## src/core/p3cm_regs.svh

```systemverilog
`ifndef P3CM_REGS_SVH
`define P3CM_REGS_SVH
`define P3CM_BANK_F 4'hf
`define P3CM_CFG_ADDR 4'h0
`define P3CM_CFG_RESET 8'h00
`define P3CM_CFG_CMP_OUT 0
`define P3CM_MODE_ANALOG 1
`define P3CM_MODE_LOWEMI 0
`define P3CM_IRQ_EDGE_LO 6
`define P3CM_IRQ_EDGE_HI 7
`define P3CM_KEEP_W 4
`endif

```

## src/core/p3cm_pkg.sv

```systemverilog
package p3cm_pkg;
   typedef struct packed {
      logic in1;
      logic in2;
      logic in3;
   } p3cm_pins_t;
   typedef struct packed {
      logic int_0;
      logic int_1;
      logic int_2;
   } p3cm_ints_t;
   typedef enum logic [1:0] {
      P3CM_EDGE_FALL,
      P3CM_EDGE_RISE,
      P3CM_EDGE_BOTH
   } p3cm_edge_t;
endpackage

```

## src/core/p3cm_sync.sv

```systemverilog
`timescale 1ns/1ps
module p3cm_sync #(
   parameter int W = 1
) (
   input wire logic clock,
   input wire logic arst_n,
   input wire logic clk_en,
   input wire logic [W-1:0] d,
   output logic [W-1:0] q
);
   logic [W-1:0] s1_r;
   logic [W-1:0] s1_nxt;
   logic [W-1:0] q_nxt;
   always_comb begin
      s1_nxt = clk_en ? d : s1_r;
      q_nxt = clk_en ? s1_r : q;
   end
   always_ff @(posedge clock or negedge arst_n) begin
      if (!arst_n) begin
         s1_r <= '0;
         q <= '0;
      end else begin
         s1_r <= s1_nxt;
         q <= q_nxt;
      end
   end
endmodule // p3cm_sync

```

## src/core/p3cm_keeper.sv

```systemverilog
`timescale 1ns/1ps
// holds the last sensed level on undriven inputs
module p3cm_keeper #(
   parameter int W = 4,
   parameter bit ENABLE = 1'b1
) (
   input wire logic clock,
   input wire logic arst_n,
   input wire logic clk_en,
   input wire logic [W-1:0] pin_in,
   input wire logic [W-1:0] pin_driven,
   output logic [W-1:0] keep_out,
   output logic [W-1:0] keep_oe
);
   logic [W-1:0] lvl_r;
   logic [W-1:0] lvl_nxt;
   genvar g;
   generate
      for (g = 0; g < W; g++) begin : g_bit
         always_comb begin
            lvl_nxt[g] = (clk_en && pin_driven[g]) ? pin_in[g] : lvl_r[g];
         end
         assign keep_out[g] = lvl_r[g];
         assign keep_oe[g] = ENABLE && !pin_driven[g];
      end
   endgenerate
   always_ff @(posedge clock or negedge arst_n) begin
      if (!arst_n) begin
         lvl_r <= '0;
      end else begin
         lvl_r <= lvl_nxt;
      end
   end
endmodule // p3cm_keeper

```

## src/core/p3cm_port3.sv

```systemverilog
`timescale 1ns/1ps
`include "p3cm_regs.svh"
module p3cm_port3 import p3cm_pkg::*; #(
   parameter bit KEEPER_EN = 1'b1
) (
   input wire logic clock,
   input wire logic arst_n,
   input wire logic clk_en,
   input wire logic power_on_reset,
   input wire logic watchdog_reset,
   input wire logic stop_mode,
   input wire p3cm_pins_t pins_in,
   input wire logic comparator_a_raw,
   input wire logic comparator_b_raw,
   input wire logic [7:0] port3_mode_reg,
   input wire logic [7:0] interrupt_request_reg,
   input wire logic [3:0] erf_bank,
   input wire logic [3:0] erf_addr,
   input wire logic erf_wr,
   input wire logic [7:0] erf_wdata,
   input wire logic [2:0] port3_out_reg,
   input wire logic timer1_out,
   input wire logic port0_hs_out,
   input wire logic port2_hs_out,
   input wire logic stop_recovery_src,
   input wire logic [`P3CM_KEEP_W-1:0] other_in,
   input wire logic [`P3CM_KEEP_W-1:0] other_driven,
   output logic [`P3CM_KEEP_W-1:0] keep_out,
   output logic [`P3CM_KEEP_W-1:0] keep_oe,
   output logic port3_output_4,
   output logic port3_output_5,
   output logic port3_output_6,
   output logic low_emi_drive,
   output logic analog_en,
   output logic comp_a_en,
   output logic comp_b_en,
   output logic [2:0] port3_read,
   output logic timer1_in,
   output logic port0_hs_in,
   output logic port2_hs_in,
   output p3cm_ints_t ext_int
);
   // ==========================================
   // input synchronisation
   p3cm_pins_t pins_s;
   logic comp_a_s;
   logic comp_b_s;
   // plain inputs, only synchronised, no keeper
   p3cm_sync #(.W(3)) u_pin_sync (
      .clock(clock),
      .arst_n(arst_n),
      .clk_en(clk_en),
      .d(pins_in),
      .q(pins_s)
   );
   p3cm_sync #(.W(2)) u_cmp_sync (
      .clock(clock),
      .arst_n(arst_n),
      .clk_en(clk_en),
      .d({comparator_a_raw, comparator_b_raw}),
      .q({comp_a_s, comp_b_s})
   );
   // ==========================================
   // auto latch keeper on the other port inputs
   p3cm_keeper #(.W(`P3CM_KEEP_W), .ENABLE(KEEPER_EN)) u_keeper (
      .clock(clock),
      .arst_n(arst_n),
      .clk_en(clk_en),
      .pin_in(other_in),
      .pin_driven(other_driven),
      .keep_out(keep_out),
      .keep_oe(keep_oe)
   );
   // ==========================================
   // port configuration register
   logic [7:0] cfg_r;
   logic [7:0] cfg_nxt;
   logic cfg_clear;
   // a watchdog bite while stopped leaves the comparator routing intact
   assign cfg_clear = power_on_reset || (watchdog_reset && !stop_mode);
   always_comb begin
      cfg_nxt = cfg_r;
      if (cfg_clear) begin
         cfg_nxt = `P3CM_CFG_RESET;
      end else if (clk_en && erf_wr && erf_bank == `P3CM_BANK_F
                   && erf_addr == `P3CM_CFG_ADDR) begin
         cfg_nxt = erf_wdata;
      end
   end
   always_ff @(posedge clock or negedge arst_n) begin
      if (!arst_n) begin
         cfg_r <= `P3CM_CFG_RESET;
      end else begin
         cfg_r <= cfg_nxt;
      end
   end
   // ==========================================
   // mode decode
   assign analog_en = port3_mode_reg[`P3CM_MODE_ANALOG];
   assign low_emi_drive = port3_mode_reg[`P3CM_MODE_LOWEMI];
   assign comp_a_en = analog_en;
   assign comp_b_en = analog_en;
   // ==========================================
   // input 3 register bit and edge sources
   logic in3_bit_r;
   logic in3_bit_nxt;
   logic src_prev_r;
   logic src_prev_nxt;
   logic [2:0] prev_r;
   logic [2:0] prev_nxt;
   logic [2:0] cur;
   logic src_edge;
   always_comb begin
      src_prev_nxt = clk_en ? stop_recovery_src : src_prev_r;
      src_edge = clk_en && stop_recovery_src && !src_prev_r;
      in3_bit_nxt = in3_bit_r;
      if (clk_en) begin
         if (analog_en) begin
            in3_bit_nxt = src_edge ? !in3_bit_r : in3_bit_r;
         end else begin
            in3_bit_nxt = pins_s.in3;
         end
      end
      // comparators replace the raw pins in analog mode
      cur[0] = analog_en ? comp_a_s : pins_s.in1;
      cur[1] = analog_en ? comp_b_s : pins_s.in2;
      cur[2] = pins_s.in3;
      prev_nxt = clk_en ? cur : prev_r;
   end
   always_ff @(posedge clock or negedge arst_n) begin
      if (!arst_n) begin
         in3_bit_r <= 1'b0;
         src_prev_r <= 1'b0;
         prev_r <= 3'h0;
      end else begin
         in3_bit_r <= in3_bit_nxt;
         src_prev_r <= src_prev_nxt;
         prev_r <= prev_nxt;
      end
   end
   assign port3_read = {in3_bit_r, pins_s.in2, pins_s.in1};
   // ==========================================
   // edge select and interrupt generation
   p3cm_edge_t sel1;
   p3cm_edge_t sel2;
   logic [2:0] rise;
   logic [2:0] fall;
   logic hit1;
   logic hit2;
   logic hit3;
   p3cm_ints_t ext_int_nxt;
   always_comb begin
      rise = cur & ~prev_r;
      fall = ~cur & prev_r;
      unique case ({interrupt_request_reg[`P3CM_IRQ_EDGE_HI],
                    interrupt_request_reg[`P3CM_IRQ_EDGE_LO]})
         2'h0: begin
            sel1 = P3CM_EDGE_FALL;
            sel2 = P3CM_EDGE_FALL;
         end
         2'h1: begin
            sel1 = P3CM_EDGE_FALL;
            sel2 = P3CM_EDGE_RISE;
         end
         2'h2: begin
            sel1 = P3CM_EDGE_RISE;
            sel2 = P3CM_EDGE_FALL;
         end
         2'h3: begin
            sel1 = P3CM_EDGE_BOTH;
            sel2 = P3CM_EDGE_BOTH;
         end
      endcase
      hit1 = (sel1 != P3CM_EDGE_RISE && fall[0]) || (sel1 != P3CM_EDGE_FALL && rise[0]);
      hit2 = (sel2 != P3CM_EDGE_RISE && fall[1]) || (sel2 != P3CM_EDGE_FALL && rise[1]);
      // in analog mode the recovery source stands in for the input_3 edge
      hit3 = analog_en ? src_edge : fall[2];
      ext_int_nxt.int_2 = clk_en && hit1;
      ext_int_nxt.int_0 = clk_en && hit2;
      ext_int_nxt.int_1 = clk_en && hit3;
   end
   always_ff @(posedge clock or negedge arst_n) begin
      if (!arst_n) begin
         ext_int <= '0;
      end else begin
         ext_int <= ext_int_nxt;
      end
   end
   // ==========================================
   // pin function routing
   assign timer1_in = pins_s.in1;
   assign port2_hs_in = pins_s.in1;
   assign port0_hs_in = pins_s.in2;
   logic [2:0] out_nxt;
   logic [2:0] out_r;
   always_comb begin
      // only comparator_a may reach a pin; comparator_b is never routed
      out_nxt[0] = cfg_r[`P3CM_CFG_CMP_OUT] ? comp_a_s : port3_out_reg[0];
      out_nxt[1] = port0_hs_out || port3_out_reg[1];
      out_nxt[2] = timer1_out || port2_hs_out || port3_out_reg[2];
      if (!clk_en) begin
         out_nxt = out_r;
      end
   end
   always_ff @(posedge clock or negedge arst_n) begin
      if (!arst_n) begin
         out_r <= 3'h0;
      end else begin
         out_r <= out_nxt;
      end
   end
   assign port3_output_4 = out_r[0];
   assign port3_output_5 = out_r[1];
   assign port3_output_6 = out_r[2];
   // ==========================================
   // checks
   a_cfg_clear: assert property (@(posedge clock) disable iff (!arst_n)
      cfg_clear |=> cfg_r == 8'h00) else $error("config not cleared");
   a_cfg_stop_keep: assert property (@(posedge clock) disable iff (!arst_n)
      (watchdog_reset && stop_mode && !power_on_reset && !erf_wr) |=> cfg_r == $past(cfg_r))
      else $error("config lost in stop");
   a_cfg_write: assert property (@(posedge clock) disable iff (!arst_n)
      (clk_en && erf_wr && erf_bank == 4'hf && erf_addr == 4'h0 && !cfg_clear)
      |=> cfg_r == $past(erf_wdata)) else $error("config write lost");
   a_out4_comp: assert property (@(posedge clock) disable iff (!arst_n)
      (clk_en && cfg_r[0]) |=> port3_output_4 == $past(comp_a_s))
      else $error("comparator not on output_4");
   a_int1_fall: assert property (@(posedge clock) disable iff (!arst_n)
      (clk_en && !analog_en && prev_r[2] && !pins_s.in3) |=> ext_int.int_1)
      else $error("ext_int_1 missed");
   a_int1_no_rise: assert property (@(posedge clock) disable iff (!arst_n)
      (!analog_en && !prev_r[2] && pins_s.in3) |=> !ext_int.int_1)
      else $error("ext_int_1 on rise");
   a_int0_edge: assert property (@(posedge clock) disable iff (!arst_n)
      (clk_en && !analog_en && interrupt_request_reg[7:6] == 2'h1
       && !prev_r[1] && pins_s.in2) |=> ext_int.int_0)
      else $error("ext_int_0 rise missed");
   a_int2_edge: assert property (@(posedge clock) disable iff (!arst_n)
      (clk_en && !analog_en && interrupt_request_reg[7:6] == 2'h1
       && !prev_r[0] && pins_s.in1) |=> !ext_int.int_2)
      else $error("ext_int_2 on wrong edge");
   a_sync_lat: assert property (@(posedge clock) disable iff (!arst_n)
      (clk_en && $past(clk_en) && $past(clk_en, 2)) |-> pins_s == $past(pins_in, 2))
      else $error("sync latency");
endmodule // p3cm_port3

```

## config.mk

```make
export PLATFORM = sky130hd
export DESIGN_NAME = p3cm_port3
export DESIGN_NICKNAME = d
export VERILOG_FILES = /design/src/core/p3cm_pkg.sv /design/src/core/p3cm_sync.sv /design/src/core/p3cm_keeper.sv /design/src/core/p3cm_port3.sv
export VERILOG_INCLUDE_DIRS = /design/src /design/src/core
export SDC_FILE = /design/constraint.sdc
export NUM_CORES = 1
export LEC_CHECK = 0
export ABC_AREA = 1
export CELL_PAD_IN_SITES_DETAIL_PLACEMENT = 1
export CELL_PAD_IN_SITES_GLOBAL_PLACEMENT = 1
export CORE_ASPECT_RATIO = 1.25
export CORE_UTILIZATION = 41
export CTS_BUF_LIST = sky130_fd_sc_hd__clkbuf_16
export DETAILED_ROUTE_END_ITERATION = 8
export DONT_BUFFER_PORTS = 1
export HOLD_SLACK_MARGIN = 0.03
export PLACE_DENSITY_LB_ADDON = 0.1
export SETUP_SLACK_MARGIN = 0.02
export SLEW_MARGIN = 20
export SYNTH_ARGS = -nofsm -noshare
export SYNTH_HDL_FRONTEND = slang
export SYNTH_HIERARCHICAL = 1
export SYNTH_SLANG_ARGS = --single-unit
```

## constraint.sdc

```tcl
create_clock -name clock -period 1.3 [get_ports clock]
set_input_delay 0.195 -clock clock [delete_from_list [all_inputs] [get_ports clock]]
set_output_delay 0.195 -clock clock [all_outputs]
set_load 0.02 [all_outputs]
```

==> results.yml, run 1 <==
cts:
  clock_latency_ps: 260
  clock_path_buffers: 2
  clock_sinks: 26
  cts_htree_levels: 1
  root_buffer: "clkbuf_16"
  cts.reportedPaths.clkPinSlew_ps: 70
  cts-buffers-inserted: 3
  cts_tree: "done"
  post-cts-setup-buffer-count: 0
power:
  p_sw_share_pct: 24.7
  ir_drop_uv: 798
  p_leak_nw: 0.716
  finalPower_mw: 2.11
  p_per_area_nw_per_um2: 1560
  pwr-share-clk_pct: 42.1
  netSwitchingPower_mw: 0.520
  comb_power_share_pct: 10.7
  power.internal_mw: 1.59
  pwr-share-seq_pct: 47.1
floorplan:
  fp.dieH_um: 63.3
  die_area_um2: 3230
  die_w_um: 51.0
  core_area_um2: 2760
  ios: 83
  start_util_pct: 44.7
  rows: 21
sta:
  max_clock_freq_ghz: 0.962
  relSlewSlack_pct: 83.0
  setup_ws_ps: 260
  hold_viol: 0
  tns_ps: 0
  setup_viol_count_final: 0
  fin_crit_ps: 1040
  finClkSkew_ps: 4.01
  post-route-period-util_pct: 80.0
  rsz0062_at_grt: "false"
  maxSlewViolCount: 0
  worst_slew_pin_slew_ps: 255
finish:
  nets: 213
  antenna_cells: 0
  synthToLayoutAreaGrowth_pct: 9.44
  nFillCells: 365
  drive_gt1_share_pct: 8.50
  fin_util_pct: 48.9
synth:
  yosysTopAreaCell: "dfrtp_1"
  yosysSeqAreaShare_pct: 52.8
  yosysUniqueCellTypes: 20
  syn_inst: 155
  synth_area_leaders: "dfrtp_1 53%, nand2_1 19%, buf_4 4.9%"
  synth_area_per_cell_um2: 7.95
  ys_seq_elements: 26
  syn-num-nets: 214
  yosys_warnings: 6
  netlist_area_um2: 1230
  synth_top_area_share_pct: 52.8
worst_setup_path:
  reg2reg_from: "u_pin_sync/q[1]"
  crit_chain: "buf_4"
  crit_buf_inv: 1
  critical_path_class: "reg2out"
  path_delay_family: "flip-flops"
  crit_path_start: "u_pin_sync/q[2]"
  start_kind: "flip-flop"
  arrival_ps: 840
  worstPathRequired_ps: 1110
  cp_slowest_stage_delay_ps: 380
  regToRegSetupSlack_ps: 290
  end_kind: "output port"
  slowest_stage: "dfrtp_1"
  crit_fanout: 4
global_route:
  grt_util_all_layers_pct: 17.8
  grt_max_degree: 31
  grt_overflow_total: 0
  antenna_found_initial: 0
  grt_pass1_wl_um: 4330
  grt_pass1_vias: 1066
route:
  routed_wl_um: 2580
  drt_pre_antenna_iters: 4
  dr_total_vias: 986
  wire_per_inst_um: 13.8
  detail-route-antenna-nets: 0
  drt_iter0_drc: 11
  drc: 0
  avgViaCountPerCell: 5.27
placement:
  dp_slack_ps: 314
  gp_congestion: 0.718
  port_buffers: 0
  hpwl_um: 1890
run_status:
  status: "complete, no violations"
min_path:
  hold_start: "clk_en"
  hold_class: "in2reg"
flow_run:
  cap_viol_max_count: 0
==> timing repair <==
action                                  4_1_cts  5_1_grt
endpoints found under the setup margin        0        0
resized for setup                             0        0
hold buffers                                  2        0
endpoints found under the hold margin        26        0
==> power by group through the flow <==
stage / Sequential, mW / Clock [mW] / Combinational [mW]
2_1_floorplan: 1.00 / 0 / 0.209
3_3_place_gp: 1.01 / 0 / 0.191
3_5_place_dp: 1.01 / 0 / 0.203
4_1_cts: 0.995 / 0.914 / 0.231
5_1_grt: 1.00 / 0.945 / 0.262
6_report: 0.994 / 0.888 / 0.226
==> cells by family after synthesis <==
| kind of cell | share of synthesized area [%] |
|---|---|
| buffers and inverters | 11.4 |
| multiplexers | 0.812 |
| AO/OA/AOI/OAI | 7.21 |
| flip-flops | 52.8 |
| AND/OR/NAND/NOR | 27.8 |
==> layer usage <==
metal	track usage [%]	up-vias	wire, um
met3	4.35	8	141
met1	17.6	471	991
met5	0	-	0
met2	33.1	40	1380
met4	8.33	0	60
li1	-	467	-
==> final cells by class <==
cell class | instances | area, um2 | share of cell area [%]
Sequential cell | 26 | 651 | 48.2
Multi-Input combinational cell | 102 | 442 | 32.7
Clock buffer | 3 | 75.1 | 5.57
Inverter | 17 | 63.8 | 4.73
Timing Repair Buffer | 4 | 45.0 | 3.34
Tap cell | 34 | 42.5 | 3.15
Clock inverter | 1 | 30.0 | 2.23
==> registers in the layout, indices dropped and copies added (netlist names) <==
signal	cells
ext_int	3
out_r	3
u_keeper/keep_out	4
u_pin_sync/s1_r	3
prev_r	3
cfg_r	1
u_cmp_sync/q	2
in3_bit_r	1
src_prev_r	1
u_cmp_sync/s1_r	2
u_pin_sync/q	3
==> metrics by stage <==
stage / hold WS [ps] / std cells / area (um2)
6_report: 39.4 / 187 / 1350
2_1_floorplan: -101 / 155 / 1230
3_3_place_gp: -100 / 181 / 1210
3_5_place_dp: -100 / 181 / 1210
4_1_cts: 31.6 / 187 / 1350
5_1_grt: 35.3 / 187 / 1350
==> Yosys cell counts <==
cell type,count
nand4_1,1
inv_1,13
o21ai_2,1
mux2i_1,1
nor3_1,1
a21oi_2,1
buf_2,1
buf_6,1
nand3_1,8
o21a_1,2
dfrtp_1,26
buf_4,8
nand3b_1,1
nand2_1,64
a31oi_1,1
inv_2,4
a21oi_1,3
or2_1,1
nor2_1,10
o21ai_0,7
==> layout by cell type, fill, tap and decap left out <==
cell type and instances:
mux2i_1 1, nand2_1 64, o21ai_2 1, o21a_1 2
a21oi_1 3, o21ai_0 7, inv_2 4, buf_4 2
clkbuf_16 3, a21oi_2 1, inv_1 13, a31oi_1 1
nand4_1 1, or2_1 1, nand3_1 8, dlygate4sd3_1 1
dfrtp_1 26, buf_12 1, bufinv_16 1, nor3_1 1
nand3b_1 1, nor2_1 10
==> path summary, 6_finish.rpt <==
check,to,cells past startpoint
setup / recovery,port2_hs_in,1
hold / removal,prev_r[0],1
setup reg to reg,ext_int[2],5
hold reg to reg,u_cmp_sync/s1_r[1],2
max in group asynchronous,out_r[2],2
min in group asynchronous,ext_int[2],2
No activity file was read; power rests on OpenSTA's default activity.
==> run 2, diff against run 1 <==
- CORE_UTILIZATION: 41 -> 37
- clock period: 1.3 -> 0.9 ns (I/O delays scaled with it)
==> results.yml, run 2 (synthesis results as in run 1) <==
global_route:
  grt_max_degree: 31
  antenna_found_initial: 0
  grt_pass1_wl_um: 4620
  grt_pass1_vias: 1057
  grt_overflow_total: 0
  grt_util_all_layers_pct: 18.4
placement:
  hpwl_um: 1970
  port_buffers: 0
  gp_congestion: 0.702
run_status:
  violations: "negative hold slack, negative setup slack"
  status: "finished, violations left"
worst_setup_path:
  reg2reg_from: "u_pin_sync/q[1]"
  worstPathRequired_ps: 1060
  start_kind: "flip-flop"
  timing.rr.end: "ext_int[2]"
  arrival_ps: 1150
  crit_fanout: 3
  rr_worst_depth: 5
  regToRegSetupSlack_ps: -100
  critical_path_class: "reg2reg"
  end_kind: "flip-flop"
sta:
  maxSlewViolCount: 0
  finClkSkew_ps: 1.91
  max_clock_freq_ghz: 1.00
  setup_viol_count_final: 11
  setup_ws_ps: -95.7
  tns_ps: -639
  worst_hold_slack_ps: -17.3
  rsz0062_at_grt: "true"
  hold_viol: 9
  fin_crit_ps: 996
  worst_slew_pin_slew_ps: 230
  relSlewSlack_pct: 84.7
  post-route-period-util_pct: 111
cts:
  clock_path_buffers: 2
  clock_latency_ps: 260
  hold_buffers: 19
  cts_htree_levels: 1
  cts-buffers-inserted: 3
  cts.reportedPaths.clkPinSlew_ps: 70
  clock_sinks: 26
  cts_tree: "done"
  root_buffer: "clkbuf_16"
route:
  drt_iter0_drc: 17
  drt_pre_antenna_iters: 3
  detail-route-antenna-nets: 0
  routed_wl_um: 2960
  wire_per_inst_um: 13.8
  drc: 0
  avgViaCountPerCell: 4.84
  dr_total_vias: 1041
min_path:
  hold_class: "in2reg"
  hold_start: "clk_en"
  min_to: "prev_r[2]"
  holdPathStages: 1
floorplan:
  die_w_um: 53.6
  core_area_um2: 3190
  fp.dieH_um: 66.5
  ios: 83
  rows: 23
  start_util_pct: 38.6
  die_area_um2: 3570
finish:
  drive_gt1_share_pct: 14.6
  regArea_um2: 654
  nets: 238
  multiInputGateArea_um2: 450
  nFillCells: 390
  synthToLayoutAreaGrowth_pct: 28.8
  largest_reg_flops: 4
  layout.cells.most_common_list: "62 x nand2_1, 23 x dfrtp_1, 18 x dlygate4sd3_1, 14 x inv_1, 10 x nor2_1"
  final_common_cell: "nand2_1"
  antenna_cells: 0
power:
  ir_drop_uv: 1260
  p_leak_nw: 0.809
  p_per_area_nw_per_um2: 1850
flow_run:
  cap_viol_max_count: 0
==> run 2: report_power, final <==
| group | internal (mW) | switching, mW |
|---|---|---|
| Sequential | 1.29 | 0.129 |
| Clock | 0.596 | 0.415 |
| Combinational | 0.236 | 0.262 |
| Total | 2.13 | 0.806 |
==> run 2: layer usage <==
metal	vias to the layer above	track usage (%)	share of wire [%]	wire length [um]
li1	517	-	-	-
met1	484	18.5	38	1120
met2	37	33.8	55	1620
met3	3	4.79	5.7	170
met4	0	8.88	1.6	46
met5	-	0	0	0
==> run 2: how the worst max path moves through the flow <==
stage | cells past startpoint | slack (ps) | endpoint | from
finish | 5 | -100 | ext_int[2] | u_pin_sync/q[1]
global route | 5 | -140 | ext_int[2] | u_pin_sync/q[1]
CTS | 5 | -100 | ext_int[2] | u_pin_sync/q[1]
detailed placement | 5 | -90 | ext_int[2] | u_pin_sync/q[1]
global placement | 5 | -40 | ext_int[2] | u_pin_sync/q[1]
floorplan | 5 | -90 | ext_int[2] | u_pin_sync/q[1]
==> run 2: repair_timing <==
item	in CTS	in global routing
setup endpoints to repair	11	14
pin swaps	0	2
hold endpoints to repair	48	11
gates resized for setup	6	3
setup buffers	1	3
==> run 2: through the flow <==
step                util, %  total power, mW  setup slack, ps  instances  cell area (um2)
CTS                    48.8             2.95             -102        212             1560
detailed placement     39.1             1.79            -88.3        188             1250
finish                 49.7             2.93            -95.7        215             1590
global route           49.7             3.08             -141        215             1590
global placement       39.1             1.77            -41.7        188             1250
floorplan                 -             1.75            -89.9        155             1230
==> run 2: worst max-delay path, stage by stage, from the launching register on <==
cell and delay [ps]:
dfrtp_2 390, or2_1 220, o21ai_2 90, nand2_1 70, nand2_1 70, nor2_1 50
==> run 2: area by class of cell <==
type	instances	share of cell area, %
Multi-Input combinational cell	102	28.4
Timing Repair Buffer	29	18.5
Clock inverter	1	0.236
Sequential cell	26	41.2
Clock buffer	3	4.73
Tap cell	37	2.92
Inverter	17	4.02
==> run 3, diff against run 2 <==
- PLACE_DENSITY: not set -> 0.78
- PLACE_DENSITY_LB_ADDON: 0.1 -> not set
==> results.yml, run 3 (synthesis results as in run 1) <==
worst_setup_path:
  path_delay_family: "simple AND/OR/NAND/NOR gates"
  end_kind: "flip-flop"
  worst_path_most_repeated_cell: "nand2_1"
  cp_slowest_stage_delay_ps: 400
  crit_fanout: 3
  critical_path_class: "reg2reg"
  crit_buf_inv: 0
  worstPathRequired_ps: 1060
  start_kind: "flip-flop"
  regToRegSetupSlack_ps: -100
  arrival_ps: 1160
  slowest_stage: "dfrtp_2"
  crit_chain: "or2_1, o21ai_2, nand2_1, nand2_1, nor2_1"
cts:
  clock_path_buffers: 2
  clock_sinks: 26
  root_buffer: "clkbuf_16"
  cts_htree_levels: 1
  hold_buffers: 15
  cts-buffers-inserted: 3
  cts_tree: "done"
  cts.reportedPaths.clkPinSlew_ps: 70
  clock_latency_ps: 260
sta:
  hold_viol: 9
  worst_slew_pin_slew_ps: 218
  maxSlewViolCount: 0
  relSlewSlack_pct: 85.5
  setup_ws_ps: -104
  fin_crit_ps: 1000
  setup_viol_count_final: 11
  tns_ps: -657
  max_clock_freq_ghz: 0.996
  worst_hold_slack_ps: -20.5
  post-route-period-util_pct: 112
  finClkSkew_ps: 3.42
  rsz0062_at_grt: "true"
finish:
  layout.cells.most_common_list: "63 x nand2_1, 22 x dfrtp_1, 14 x dlygate4sd3_1, 13 x inv_1, 10 x nor2_1"
  final_common_cell: "nand2_1"
  synthToLayoutAreaGrowth_pct: 26.4
  drive_gt1_share_pct: 14.5
  fin_util_pct: 48.8
  antenna_cells: 0
  largest_reg_flops: 4
  nets: 233
  final_cells: 210
  nFillCells: 390
floorplan:
  fp.dieH_um: 66.5
  ios: 83
  rows: 23
  die_area_um2: 3570
  die_w_um: 53.6
  start_util_pct: 38.6
  core_area_um2: 3190
global_route:
  grt_pass1_wl_um: 4370
  grt_max_degree: 31
  antenna_found_initial: 0
  grt_util_all_layers_pct: 16.8
  grt_overflow_total: 0
  grt_pass1_vias: 1075
power:
  p_per_area_nw_per_um2: 2040
  ir_drop_uv: 1350
  finalPower_mw: 3.18
  p_leak_nw: 0.790
route:
  avgViaCountPerCell: 5.05
  routed_wl_um: 2770
  drc: 0
  dr_total_vias: 1060
  drt_iter0_drc: 8
  wire_per_inst_um: 13.2
  detail-route-antenna-nets: 0
  drt_pre_antenna_iters: 4
run_status:
  violations: "negative hold slack, negative setup slack"
  status: "finished, violations left"
placement:
  gp_congestion: 0.733
  place_inst: 187
  port_buffers: 0
  hpwl_um: 1930
flow_run:
  cap_viol_max_count: 0
min_path:
  hold_class: "in2reg"
-- run 3: cell count changes in the layout (fill, tap and decap cells not counted), sizes merged --
| cell | change |
|---|---|
| inv | -1 |
| bufinv | +1 |
| buf | -1 |
| dlygate4sd3 | -4 |
-- run 3: final timing paths --
path,start,end,cells after the start
min reg2reg,u_pin_sync/s1_r[1],u_pin_sync/q[1],2
min,clk_en,prev_r[0],1
max in group asynchronous,arst_n,u_keeper/keep_out[2],2
min in group asynchronous,arst_n,src_prev_r,2
max,u_pin_sync/q[1],ext_int[2],5
max reg2reg,u_pin_sync/q[1],ext_int[2],5
-- run 3: per-layer routing --
metal / track usage (%) / share of wire (%) / vias to the layer above
met5: 0 / 0 / -
li1: - / - / 506
met2: 33.0 / 55 / 42
met4: 4.93 / 1.0 / 0
met1: 17.5 / 39 / 510
met3: 2.51 / 4.6 / 2
-- run 3: what timing repair did --
item,4_1_cts,5_1_grt
hold endpoints to repair,46,9
setup buffers,1,3
resized for setup,5,3
pin swaps,1,3
endpoints found under the setup margin,11,15
-- run 3: cell type report --
type	instances	area, um2	share of cell area (%)
multi-input combinational	102	444	28.5
clock buffer	3	75.1	4.82
timing repair buffer	24	243	15.6
clock inverter	1	30.0	1.93
tap	37	46.3	2.97
inverter	17	63.8	4.10
sequential	26	656	42.1
-- run 3: through the flow --
stage / area, um2 / setup WS, ps
after detailed placement: 1240 / -82.4
after global routing: 1560 / -149
after CTS: 1530 / -103
final: 1560 / -104
after global placement: 1240 / -29.0
after floorplan: 1230 / -89.9
-- run 3: where the power goes --
group	leakage (nW)	internal (mW)	switching, mW
Combinational	0.422	0.216	0.252
Clock	0.0511	0.885	0.405
Sequential	0.317	1.29	0.129
